--- src/pkg/ssmgt_pkg.sv ---
package ssmgt_pkg;
   // clock and millisecond tick timing
   localparam int unsigned CLK_PERIOD_NS = 20;
   localparam int unsigned GAP_STEP_MS = 1;
   localparam int unsigned NS_PER_MS = 1000000;
   localparam int unsigned MS_CYCLES = (GAP_STEP_MS * NS_PER_MS) / CLK_PERIOD_NS;
   // 3.5 character times, counted as half-character ticks
   localparam logic [3:0] GAP_HALF_CHARS = 4'h7;
   // settings table word addresses
   localparam logic [7:0] ADR_P1_GAP = 8'h06;
   localparam logic [7:0] ADR_P1_IN = 8'h07;
   localparam logic [7:0] ADR_P1_OUT = 8'h08;
   localparam logic [7:0] ADR_P1_HOLD = 8'h09;
   localparam logic [7:0] ADR_P2_GAP = 8'h10;
   localparam logic [7:0] ADR_P2_IN = 8'h11;
   localparam logic [7:0] ADR_P2_OUT = 8'h12;
   localparam logic [7:0] ADR_P2_HOLD = 8'h13;
   // field one-hot positions returned by the address decoder
   localparam int unsigned FLD_GAP = 0;
   localparam int unsigned FLD_IN = 1;
   localparam int unsigned FLD_OUT = 2;
   localparam int unsigned FLD_HOLD = 3;
   // shared data space
   localparam logic [16:0] DATA_WORDS = 17'h00fa0;
   localparam logic [15:0] MAX_OFFSET = 16'h0f9f;
   localparam logic [15:0] CFG_RESET = 16'h0000;
   // function codes
   localparam logic [7:0] FC_RD_COILS = 8'h01;
   localparam logic [7:0] FC_RD_DISC = 8'h02;
   localparam logic [7:0] FC_RD_HOLD = 8'h03;
   localparam logic [7:0] FC_RD_INREG = 8'h04;
   localparam logic [7:0] FC_WR_COIL = 8'h05;
   localparam logic [7:0] FC_WR_REG = 8'h06;
   localparam logic [7:0] FC_WR_COILS = 8'h0f;
   localparam logic [7:0] FC_WR_REGS = 8'h10;

   typedef enum logic [3:0] {
      SEL_NONE = 4'b0001,
      SEL_IN = 4'b0010,
      SEL_OUT = 4'b0100,
      SEL_HOLD = 4'b1000
   } ssmgt_sel_t;

   typedef struct packed {
      logic [15:0] gap_ext;
      logic [15:0] in_base;
      logic [15:0] out_base;
      logic [15:0] hold_base;
   } ssmgt_port_cfg_t;

   typedef struct packed {
      logic port;
      logic [7:0] func;
      logic [15:0] addr;
   } ssmgt_req_t;

   typedef struct packed {
      logic ok;
      logic [11:0] word;
   } ssmgt_map_t;
endpackage

--- src/verilog/ssmgt_gap_timer.sv ---
`timescale 1ns/10ps
module ssmgt_gap_timer
   import ssmgt_pkg::*;
(
   input wire logic clk, // system clock
   input wire logic rst, // async reset, high
   input wire logic ms_tick, // 1 ms enable pulse
   input wire logic half_tick, // half character time pulse
   input wire logic rx_busy, // line activity
   input wire logic [15:0] ext, // idle gap extension in ms
   output logic done // request complete pulse
);
   typedef enum logic [1:0] {
      ST_IDLE = 2'b01,
      ST_GAP = 2'b10
   } ssmgt_tst_t;

   ssmgt_tst_t state_r, state_nxt;
   logic [3:0] half_r, half_nxt;
   logic [15:0] ms_r, ms_nxt;
   logic done_r, done_nxt;

   // activity restarts both counts; both must expire before completion
   always_comb begin
      state_nxt = state_r;
      half_nxt = half_r;
      ms_nxt = ms_r;
      done_nxt = 1'b0;
      unique case (state_r)
         ST_IDLE: begin
            if (rx_busy) begin
               state_nxt = ST_GAP;
               half_nxt = 4'h0;
               ms_nxt = 16'h0000;
            end
         end
         ST_GAP: begin
            if (rx_busy) begin
               half_nxt = 4'h0;
               ms_nxt = 16'h0000;
            end else if (half_r == GAP_HALF_CHARS && ms_r >= ext) begin
               done_nxt = 1'b1;
               state_nxt = ST_IDLE;
            end else begin
               if (half_tick && half_r != GAP_HALF_CHARS) half_nxt = half_r + 4'h1;
               if (ms_tick && ms_r < ext) ms_nxt = ms_r + 16'h0001;
            end
         end
      endcase
   end

   always_ff @(posedge clk or posedge rst) begin
      if (rst) begin
         state_r <= ST_IDLE;
         half_r <= 4'h0;
         ms_r <= 16'h0000;
         done_r <= 1'b0;
      end else begin
         state_r <= state_nxt;
         half_r <= half_nxt;
         ms_r <= ms_nxt;
         done_r <= done_nxt;
      end
   end

   assign done = done_r;
endmodule

--- src/verilog/ssmgt_top.sv ---
`timescale 1ns/10ps
// Functional notes
// - by default a request completes after 3.5 idle character times
// - extension setting gives idle milliseconds also required, timed alongside the 3.5 character times, before accepting a request
// - extension setting is unsigned, 0 to 65535 ms
// - in master operation the three base offsets of that port are ignored
// - functions 2 and 4 add the input base offset to the address
// - address zero of functions 2 or 4 maps exactly to the input base
// - functions 1, 5 and 15 add the output base offset
// - functions 3, 6 and 16 add the holding base offset
// - base offsets lie in a 4000-word space, values 0 to 3999
module ssmgt_top
   import ssmgt_pkg::*;
#(
   parameter int unsigned MS_CYCLES_P = MS_CYCLES // cycles per 1 ms tick
)
(
   input wire logic clk, // system clock, 50 MHz
   input wire logic rst, // async reset, high
   input wire logic cfg_wr, // settings write strobe
   input wire logic cfg_rd, // settings read strobe
   input wire logic [7:0] cfg_addr, // settings word address
   input wire logic [15:0] cfg_wdata, // settings write data
   output logic [15:0] cfg_rdata, // settings read data
   output logic cfg_err, // write refused pulse
   input wire logic [1:0] port_master, // port runs as master
   input wire logic [1:0] rx_busy, // per-port line activity
   input wire logic [1:0] half_tick, // per-port half char pulse
   output logic [1:0] frame_done, // per-port request complete
   input wire logic req_valid, // mapping request strobe
   input wire ssmgt_req_t req, // port, function, address
   output logic map_valid, // mapping result strobe
   output ssmgt_map_t map // ok flag and word offset
);
   ssmgt_port_cfg_t cfg_r [2];
   ssmgt_port_cfg_t cfg_nxt [2];
   logic [15:0] rdata_r, rdata_nxt;
   logic err_r, err_nxt;
   logic [15:0] ms_cnt_r, ms_cnt_nxt;
   logic ms_tick_r, ms_tick_nxt;
   logic map_valid_r, map_valid_nxt;
   ssmgt_map_t map_r, map_nxt;
   ssmgt_port_cfg_t req_cfg;
   ssmgt_sel_t req_sel;
   logic [15:0] req_base;
   logic [16:0] req_sum;
   logic [3:0] fld [2];

   // one-hot field hit for a given port
   function automatic logic [3:0] field_of(input logic [7:0] a, input logic p);
      logic [3:0] f;
      f = 4'h0;
      if (!p) begin
         f[FLD_GAP] = (a == ADR_P1_GAP);
         f[FLD_IN] = (a == ADR_P1_IN);
         f[FLD_OUT] = (a == ADR_P1_OUT);
         f[FLD_HOLD] = (a == ADR_P1_HOLD);
      end else begin
         f[FLD_GAP] = (a == ADR_P2_GAP);
         f[FLD_IN] = (a == ADR_P2_IN);
         f[FLD_OUT] = (a == ADR_P2_OUT);
         f[FLD_HOLD] = (a == ADR_P2_HOLD);
      end
      return f;
   endfunction

   // which base a function code uses
   function automatic ssmgt_sel_t base_sel(input logic [7:0] fc);
      ssmgt_sel_t s;
      s = SEL_NONE;
      if (fc == FC_RD_DISC || fc == FC_RD_INREG) s = SEL_IN;
      if (fc == FC_RD_COILS || fc == FC_WR_COIL || fc == FC_WR_COILS) s = SEL_OUT;
      if (fc == FC_RD_HOLD || fc == FC_WR_REG || fc == FC_WR_REGS) s = SEL_HOLD;
      return s;
   endfunction

   assign fld[0] = field_of(cfg_addr, 1'b0);
   assign fld[1] = field_of(cfg_addr, 1'b1);

   // settings writes; an out-of-range offset keeps the old value
   always_comb begin
      cfg_nxt = cfg_r;
      err_nxt = 1'b0;
      rdata_nxt = rdata_r;
      if (cfg_wr) begin
         if (fld[0] == 4'h0 && fld[1] == 4'h0) err_nxt = 1'b1;
         for (int p = 0; p < 2; p++) begin
            if (fld[p][FLD_GAP]) cfg_nxt[p].gap_ext = cfg_wdata;
            if (fld[p][FLD_GAP] == 1'b0 && fld[p] != 4'h0 && cfg_wdata > MAX_OFFSET) begin
               err_nxt = 1'b1;
            end else begin
               if (fld[p][FLD_IN]) cfg_nxt[p].in_base = cfg_wdata;
               if (fld[p][FLD_OUT]) cfg_nxt[p].out_base = cfg_wdata;
               if (fld[p][FLD_HOLD]) cfg_nxt[p].hold_base = cfg_wdata;
            end
         end
      end
      // unmapped reads return zero
      if (cfg_rd) begin
         rdata_nxt = 16'h0000;
         for (int p = 0; p < 2; p++) begin
            if (fld[p][FLD_GAP]) rdata_nxt = cfg_r[p].gap_ext;
            if (fld[p][FLD_IN]) rdata_nxt = cfg_r[p].in_base;
            if (fld[p][FLD_OUT]) rdata_nxt = cfg_r[p].out_base;
            if (fld[p][FLD_HOLD]) rdata_nxt = cfg_r[p].hold_base;
         end
      end
   end

   always_ff @(posedge clk or posedge rst) begin
      if (rst) begin
         for (int p = 0; p < 2; p++) begin
            cfg_r[p] <= {CFG_RESET, CFG_RESET, CFG_RESET, CFG_RESET};
         end
         rdata_r <= 16'h0000;
         err_r <= 1'b0;
      end else begin
         cfg_r <= cfg_nxt;
         rdata_r <= rdata_nxt;
         err_r <= err_nxt;
      end
   end

   // 1 ms enable shared by both ports, one counter instead of two
   always_comb begin
      ms_tick_nxt = 1'b0;
      ms_cnt_nxt = ms_cnt_r + 16'h0001;
      if (ms_cnt_r == 16'(MS_CYCLES_P - 1)) begin
         ms_cnt_nxt = 16'h0000;
         ms_tick_nxt = 1'b1;
      end
   end

   always_ff @(posedge clk or posedge rst) begin
      if (rst) begin
         ms_cnt_r <= 16'h0000;
         ms_tick_r <= 1'b0;
      end else begin
         ms_cnt_r <= ms_cnt_nxt;
         ms_tick_r <= ms_tick_nxt;
      end
   end

   // each port times its own gap from its own setting
   for (genvar g = 0; g < 2; g++) begin : g_port
      ssmgt_gap_timer u_gap (
         .clk(clk),
         .rst(rst),
         .ms_tick(ms_tick_r),
         .half_tick(half_tick[g]),
         .rx_busy(rx_busy[g]),
         .ext(cfg_r[g].gap_ext),
         .done(frame_done[g])
      );
   end

   // address mapping; sum kept 17 bits so overflow cannot wrap into range
   always_comb begin
      req_cfg = cfg_r[req.port];
      req_sel = base_sel(req.func);
      req_base = 16'h0000;
      unique case (req_sel)
         SEL_NONE: req_base = 16'h0000;
         SEL_IN: req_base = req_cfg.in_base;
         SEL_OUT: req_base = req_cfg.out_base;
         SEL_HOLD: req_base = req_cfg.hold_base;
      endcase
      req_sum = {1'b0, req_base} + {1'b0, req.addr};
      map_valid_nxt = req_valid;
      map_nxt = map_r;
      if (req_valid) begin
         map_nxt.ok = !port_master[req.port] && req_sel != SEL_NONE
                      && req_sum < DATA_WORDS;
         map_nxt.word = map_nxt.ok ? req_sum[11:0] : 12'h000;
      end
   end

   always_ff @(posedge clk or posedge rst) begin
      if (rst) begin
         map_valid_r <= 1'b0;
         map_r <= '0;
      end else begin
         map_valid_r <= map_valid_nxt;
         map_r <= map_nxt;
      end
   end

   assign cfg_rdata = rdata_r;
   assign cfg_err = err_r;
   assign map_valid = map_valid_r;
   assign map = map_r;
endmodule

--- config.mk ---
export PLATFORM = sky130hd
export DESIGN_NAME = ssmgt_top
export DESIGN_NICKNAME = d
export VERILOG_FILES = /design/src/pkg/ssmgt_pkg.sv /design/src/verilog/ssmgt_gap_timer.sv /design/src/verilog/ssmgt_top.sv
export SDC_FILE = /design/constraint.sdc
export NUM_CORES = 1
export LEC_CHECK = 0
export BUFFER_PORTS_ARGS = -buffer_cell sky130_fd_sc_hd__buf_2
export CORE_MARGIN = 3
export CORE_UTILIZATION = 45
export CTS_CLUSTER_DIAMETER = 40
export DETAILED_ROUTE_END_ITERATION = 6
export PLACE_DENSITY = 0.62
export RECOVER_POWER = 50
export SLEW_MARGIN = 20
export SYNTH_ARGS = -nofsm -noshare
export SYNTH_HDL_FRONTEND = slang
export SYNTH_SLANG_ARGS = --single-unit
--- constraint.sdc ---
create_clock -name clk -period 9.59 [get_ports clk]
set_input_delay 0.959 -clock clk [delete_from_list [all_inputs] [get_ports clk]]
set_output_delay 0.959 -clock clk [all_outputs]
set_load 0.02 [all_outputs]
## Word level (Yosys, flattened, before mapping)

Cells that the tools add are included.

- Order comparisons: 8
- Equality and inequality tests: 42
- Muxes and demuxes: 58
- $add $sub $neg: 6
- Reduce and logical (&&, ||, !) cells: 37
- Bitwise logic cells: 5

Operators by type and width:

| operator | count |
|---|---|
| 16-bit 2-to-1 mux | 17 |
| 48-bit 2-to-1 mux | 3 |
| 16-bit case mux with 2 select lines | 2 |
| 16-bit case mux with 4 select lines | 1 |
| 16-bit by 1-bit adder with 16-bit output, second input constant | 3 |
| 8-bit by 3-bit == test with 1-bit output, second input constant | 5 |
| 8-bit by 5-bit == test with 1-bit output, second input constant | 5 |
| 4-bit 2-to-1 mux | 10 |
| 3-bit AND reduction | 12 |
| 16-bit greater-or-equal comparator | 2 |
| 16-bit < comparator | 2 |
| 8-bit by 4-bit == test with 1-bit output, second input constant | 3 |
| 16-bit by 16-bit adder with 17-bit output | 1 |
| 17-bit by 12-bit < comparator with 1-bit output, second input constant | 1 |
| 16-bit == test, second input constant | 1 |
| 8-bit by 2-bit == test with 1-bit output, second input constant | 2 |
| 16-bit by 12-bit > comparator with 1-bit output, second input constant | 1 |
| 4-bit case mux with 2 select lines | 2 |
| 2-bit 2-to-1 mux | 7 |
| 1-bit logical AND | 13 |
| 1-bit 2-to-1 mux | 13 |
| 4-bit by 3-bit == test with 1-bit output, second input constant | 3 |
| 12-bit 2-to-1 mux | 1 |
| 3-bit by 2-bit inequality test with 1-bit output, second input constant | 4 |
| other kinds (22) | 42 |

- Bits in registers: 222
- Output and inout port bits: 33
- Input port bits: 60

## Longest topological paths before layout

- Word-level depth: 11
- Gate-level depth with buffers: 19
- Mapped depth without buffers: 15

## Hierarchy

Synthesis repeated with hierarchy kept, for this count alone.

- Cells, all modules: 1,191
- Area, all modules: 12,653.4 um^2

Modules (own cells, without submodules):

| module | cells an instance | area each (um^2) | instances | seq. area each (um^2) |
|---|---|---|---|---|
| ssmgt_top | 806 | 9,286.4 | 1 | 4,404.2 |
| ssmgt_gap_timer (g_port[1].u_gap) | 194 | 1,691.6 | 1 | 576.8 |
| ssmgt_gap_timer (g_port[0].u_gap) | 191 | 1,675.4 | 1 | 576.8 |

## Worst setup path before layout

OpenSTA, ideal clock, no wires.

- Path kind: input port to flip-flop
- From: input port req[20] in the netlist's numbering
- To: register map_r (netlist bit map[12])
- Path buffers: 2
- Cell stages on the path: 16
- Arrival time: 4,502 ps
- Setup time: 131 ps
- Setup slack: 4,957 ps
- Required time: 9,459 ps
- Cells stage by stage: nor4_1 nor4b_1 clkbuf_1 a222oi_1 mux2i_1 ha_1 inv_1 fa_1 nor2b_1 o31a_1 o41ai_2 xor2_1 a2111o_1 nor3b_2 buf_2 o22ai_1

- Longest elaborated chain between the ends: 10
- Elaborated cells between the ends (all ways): 26
- Those cells by class: 1 x add/sub; 1 x order compare; 13 x eq/ne; 4 x mux; 7 x reduce/logical

Ends and longest elaborated chain:

| what | RTL line | source |
|---|---|---|
| start: declaration | ssmgt_top.sv:31 | `input wire ssmgt_req_t req,` |
| 8-bit by 2-bit == test with 1-bit output (tied with other cells) | ssmgt_top.sv:71 | `if (fc == FC_RD_DISC \|\| fc == FC_RD_INREG) s = SEL_IN;` |
| 1-bit logical OR (on tied branches) | ssmgt_top.sv:71, ssmgt_top.sv:72 |  |
| 2-bit 2-to-1 mux / 1-bit logical OR (equally long branches) | ssmgt_top.sv:71, ssmgt_top.sv:72 |  |
| 4-bit 2-to-1 mux | ssmgt_top.sv:72 | `if (fc == FC_RD_COILS \|\| fc == FC_WR_COIL \|\| fc == FC_WR_COILS) s = SEL_OUT;` |
| 4-bit 2-to-1 mux * | ssmgt_top.sv:73 | `if (fc == FC_RD_HOLD \|\| fc == FC_WR_REG \|\| fc == FC_WR_REGS) s = SEL_HOLD;` |
| 4-bit == test (tied with other cells) | ssmgt_top.sv:162 | `unique case (req_sel)` |
| 16-bit case mux with 4 select lines | ssmgt_top.sv:162 |  |
| 16-bit by 16-bit adder with 17-bit output | ssmgt_top.sv:168 | `req_sum = {1'b0, req_base} + {1'b0, req.addr};` |
| 17-bit by 12-bit < comparator with 1-bit output | ssmgt_top.sv:173 | `&& req_sum < DATA_WORDS;` |
| 1-bit logical AND * | ssmgt_top.sv:173 |  |
| end signal: assignment | ssmgt_top.sv:184 | `map_r <= map_nxt;` |
| end: declaration | ssmgt_top.sv:42 | `ssmgt_map_t map_r, map_nxt;` |

Mark *: on every way between the ends. The rest lies on a longest branch, timed or not.
A chain may end at the register's enable or synchronous reset.

==> impl_metrics.csv <==
group,metric,value,unit
logic_synthesis,yosysWarnings,0,
cells_and_area,stdcell_area,14400,um^2
worst_setup_path,startpoint_type,"input pin",
die,core_area,26500,um^2
cells_and_area,diodes,0,
route,wl_per_cell,20.9,um
logic_synthesis,synth_compound_area_frac,0.177,
sta,maxSlewViolCount,146,
run_status,violations,"capacitance limit, slew limit",
place,dpl_cell_area,13000,um^2
cts,cts-buffers-inserted,40,
route,viasPerCell,6.02,
die,dieArea,29400,um^2
cells_and_area,final_cells,1647,
logic_synthesis,synthArstFlopShare,1.00,
logic_synthesis,muxShareOfSynthArea,0.114,
route,routed_wl,34.4,mm
worst_setup_path,path_class,"in2async",
cts,clkSinkCount,222,
sta,worstMarginPinSlew,4170,ps
route,dr.max_layer_used,"met5",
logic_synthesis,synth_ff_type,"dfrtp_1",
route,first_pass_iters,7,
die,die_w,171,um
sta,setup_tns,0,ps
logic_synthesis,synthXorXnorAreaFrac,0.0185,
logic_synthesis,synthCells,1205,
logic_synthesis,syn_nets,1319,
logic_synthesis,synth_edf_count,0,
global_route,grt_max_degree,93,
cts,cts_max_level,2,
die,num_io_pins,93,
min_path,min-delay-path-class,"reg2reg",
global_route,overflow,0,
cells_and_area,nets,1396,
global_route,grtUsageTotal,0.233,
place,dp_hpwl,23.0,mm
route,met1_length,15.6,mm
cells_and_area,final_core_util,0.542,
cts,cts_setup_buffers,0,
worst_setup_path,crit_required,9580,ps
logic_synthesis,ys_seq_area_frac,0.451,
route,wl_met3,1.98,mm
min_path,worstHoldStart,"map[2]",
sta,finClkSkew,21.7,ps
cells_and_area,drive_above_1_share,0.208,
global_route,grt_pass1_wl,54.2,mm
place,io_buffers,92,
sta,setup_viol,0,
route,drtIter0Drc,827,
cts,cts.clk_slew.worst_paths,50,ps
cts,clk_latency,520,ps
power_and_ir_drop,p_per_area,175,nW/um^2
sta,fin_ws,3940,ps
place,dp_slack,4380,ps
worst_setup_path,rr_startpoint,"cfg_r[1]",
logic_synthesis,synth_top_family_by_area,"compound AO/OA/AOI/OAI gates",
sta,clock.fmax,177,MHz
cts,clockBufferDepth,3,
cells_and_area,area_growth,16.5,%
logic_synthesis,synth.ff_latch_count,222,
worst_setup_path,slowest_stage,"clkinvlp_2",
worst_setup_path,cp_data_arrival_time,5640,ps
sta,rsz0062_at_grt,"false",
route,vias,9911,
route,antenna_left,0,
run_status,status,"finished with violations",
die,rows,59,
worst_setup_path,crit_path_max_incr_delay,2330,ps
logic_synthesis,yosys.area_share.simple,0.138,
logic_synthesis,synthAdderAreaFrac,0.0554,
logic_synthesis,avgSynthCellArea,10.2,um^2
die,dieHeight,171,um
cts,cts_tree,"built",
logic_synthesis,synthesis.area,12300,um^2
worst_setup_path,cp-startpoint,"rst",
place,placedCellCount,1575,
cts,cts_resized,0,
global_route,grt_pass1_vias,9769,
cts,ctsHoldBuffers,0,
power_and_ir_drop,p_total,2.51,mW
power_and_ir_drop,vdd_drop_max,0.149,mV
global_route,antenna_found_initial,4,
route,dr_wl_met2,15.7,mm
sta,min_period_over_period,0.589,
worst_setup_path,path_max_fanout,92,
logic_synthesis,ys_types,74,
place,routabilityCongestion,0.840,
cells_and_area,fillCellCount,2393,
die,start_util,0.465,
sta,hold_violations,0,
power_and_ir_drop,p_leak,6.78,nW
worst_setup_path,critical_path.cell_chain,"buf_2 -> clkinvlp_2 -> clkbuf_1",
sta,hold_slack,483,ps
sta,slew_headroom,-1.79,
job,maxCapViolCount,2,
route,drc,0,
cts,root_buffer,"clkbuf_16",
worst_setup_path,cp-end-kind,"asynchronous set/reset pin",
sta,layout_min_cycle_time,5650,ps
## layer usage
| layer | vias to the layer above | GRT usage |
|---|---|---|
| met5 | - | 0 |
| li1 | 4652 | - |
| met3 | 72 | 0.0441 |
| met2 | 287 | 0.375 |
| met4 | 8 | 0.0882 |
| met1 | 4892 | 0.314 |
## cells in the final DEF (no fill, tap or decap), types with 8 or more instances in the layout
master,synthesis,routed
nand4_1,22,22
inv_6,0,9
nand2b_1,18,18
o221ai_1,31,31
a21o_1,16,16
mux2i_1,55,55
dfrtp_1,220,220
o21ai_0,95,95
buf_2,10,90
nor3_1,9,9
inv_1,76,75
xnor2_1,12,12
and3_1,10,10
nand3_1,24,24
nor2b_1,26,26
buf_4,4,8
nand2_1,98,98
clkbuf_16,0,41
or4_1,13,13
o31ai_1,23,23
or3_1,8,8
a21oi_1,41,41
mux2_2,76,76
o211ai_1,18,18
a222oi_1,31,31
ha_1,53,53
nor2_1,43,42
xor2_1,14,14
## kinds of logic (layout without fill, tap and decap cells)
| group | count (synthesis) | count (layout) |
|---|---|---|
| XOR/XNOR | 26 | 26 |
| AND/OR/NAND/NOR | 318 | 318 |
| buffers and inverters | 143 | 250 |
| flip-flops | 222 | 222 |
| multiplexers | 131 | 131 |
| AO/OA/AOI/OAI | 311 | 311 |
| adder cells (fa/ha/maj) | 54 | 54 |
## power by group
group	total, mW	switching [mW]	internal [mW]
registers	0.969	0.0129	0.956
clock network	1.39	0.525	0.862
logic	0.156	0.108	0.0480
## final cells by class
type | instances | area [um^2] | share of cell area
well taps | 335 | 419 | 0.0292
multi-input cells | 840 | 6240 | 0.434
inverters | 76 | 287 | 0.0200
clock inverters | 24 | 229 | 0.0160
repair buffers | 102 | 533 | 0.0371
clock buffers | 48 | 1090 | 0.0761
flip-flops and latches | 222 | 5560 | 0.387
## registers in the layout (all words and copies together), names as in the netlist, 2 cells and up
signal,flops
cfg_rdata,16
g_port.u_gap.ms_r,32
cfg_r,128
g_port.u_gap.half_r,8
g_port.u_gap.done,2
map,13
g_port.u_gap.state_r,4
ms_cnt_r,16
## cell usage after synthesis, drive strengths merged, types with 3 or more instances
master,number,area (um^2)
inv,76,285
o31ai,23,173
ha,53,663
a211oi,5,37.5
nor2b,26,163
nand4,22,138
and4,5,43.8
nor3b,6,60.1
buf,21,114
or2,3,18.8
a21oi,43,230
xor2,14,123
mux2i,55,551
a31oi,6,37.5
o221ai,31,272
nor4b,4,35.0
nand2,98,368
nor4,8,56.3
o21ai,99,499
nand2b,19,126
o211ai,18,135
and3,10,62.6
clkbuf,46,173
a222oi,31,310
o22ai,3,18.8
a21o,16,120
nand3,24,120
or3,8,50.1
a2111oi,3,45.1
a31o,3,26.3
or4,13,97.6
nor2,44,168
dfrtp,220,5510
o2111ai,3,26.3
nor3,11,65.1
and2,8,50.1
o21a,5,37.5
o31a,4,35.0
xnor2,12,105
nand3b,4,30.0
mux2,76,856
## critical path, delay by kind of cell
family                 cells  cell delay, ps
buffers and inverters      3            4570
## final timing paths
kind | to | slack [ps] | cells past startpoint
max in group clk | map[12] | 4870 | 16
hold reg to reg | map[2] | 480 | 2
setup / recovery | g_port[0].u_gap.ms_r[12] | 3940 | 3
setup reg to reg | map[12] | 5810 | 12
min in group asynchronous | cfg_rdata[3] | 1700 | 2
hold / removal | map[2] | 480 | 2
(Power assumes the default switching activity.)
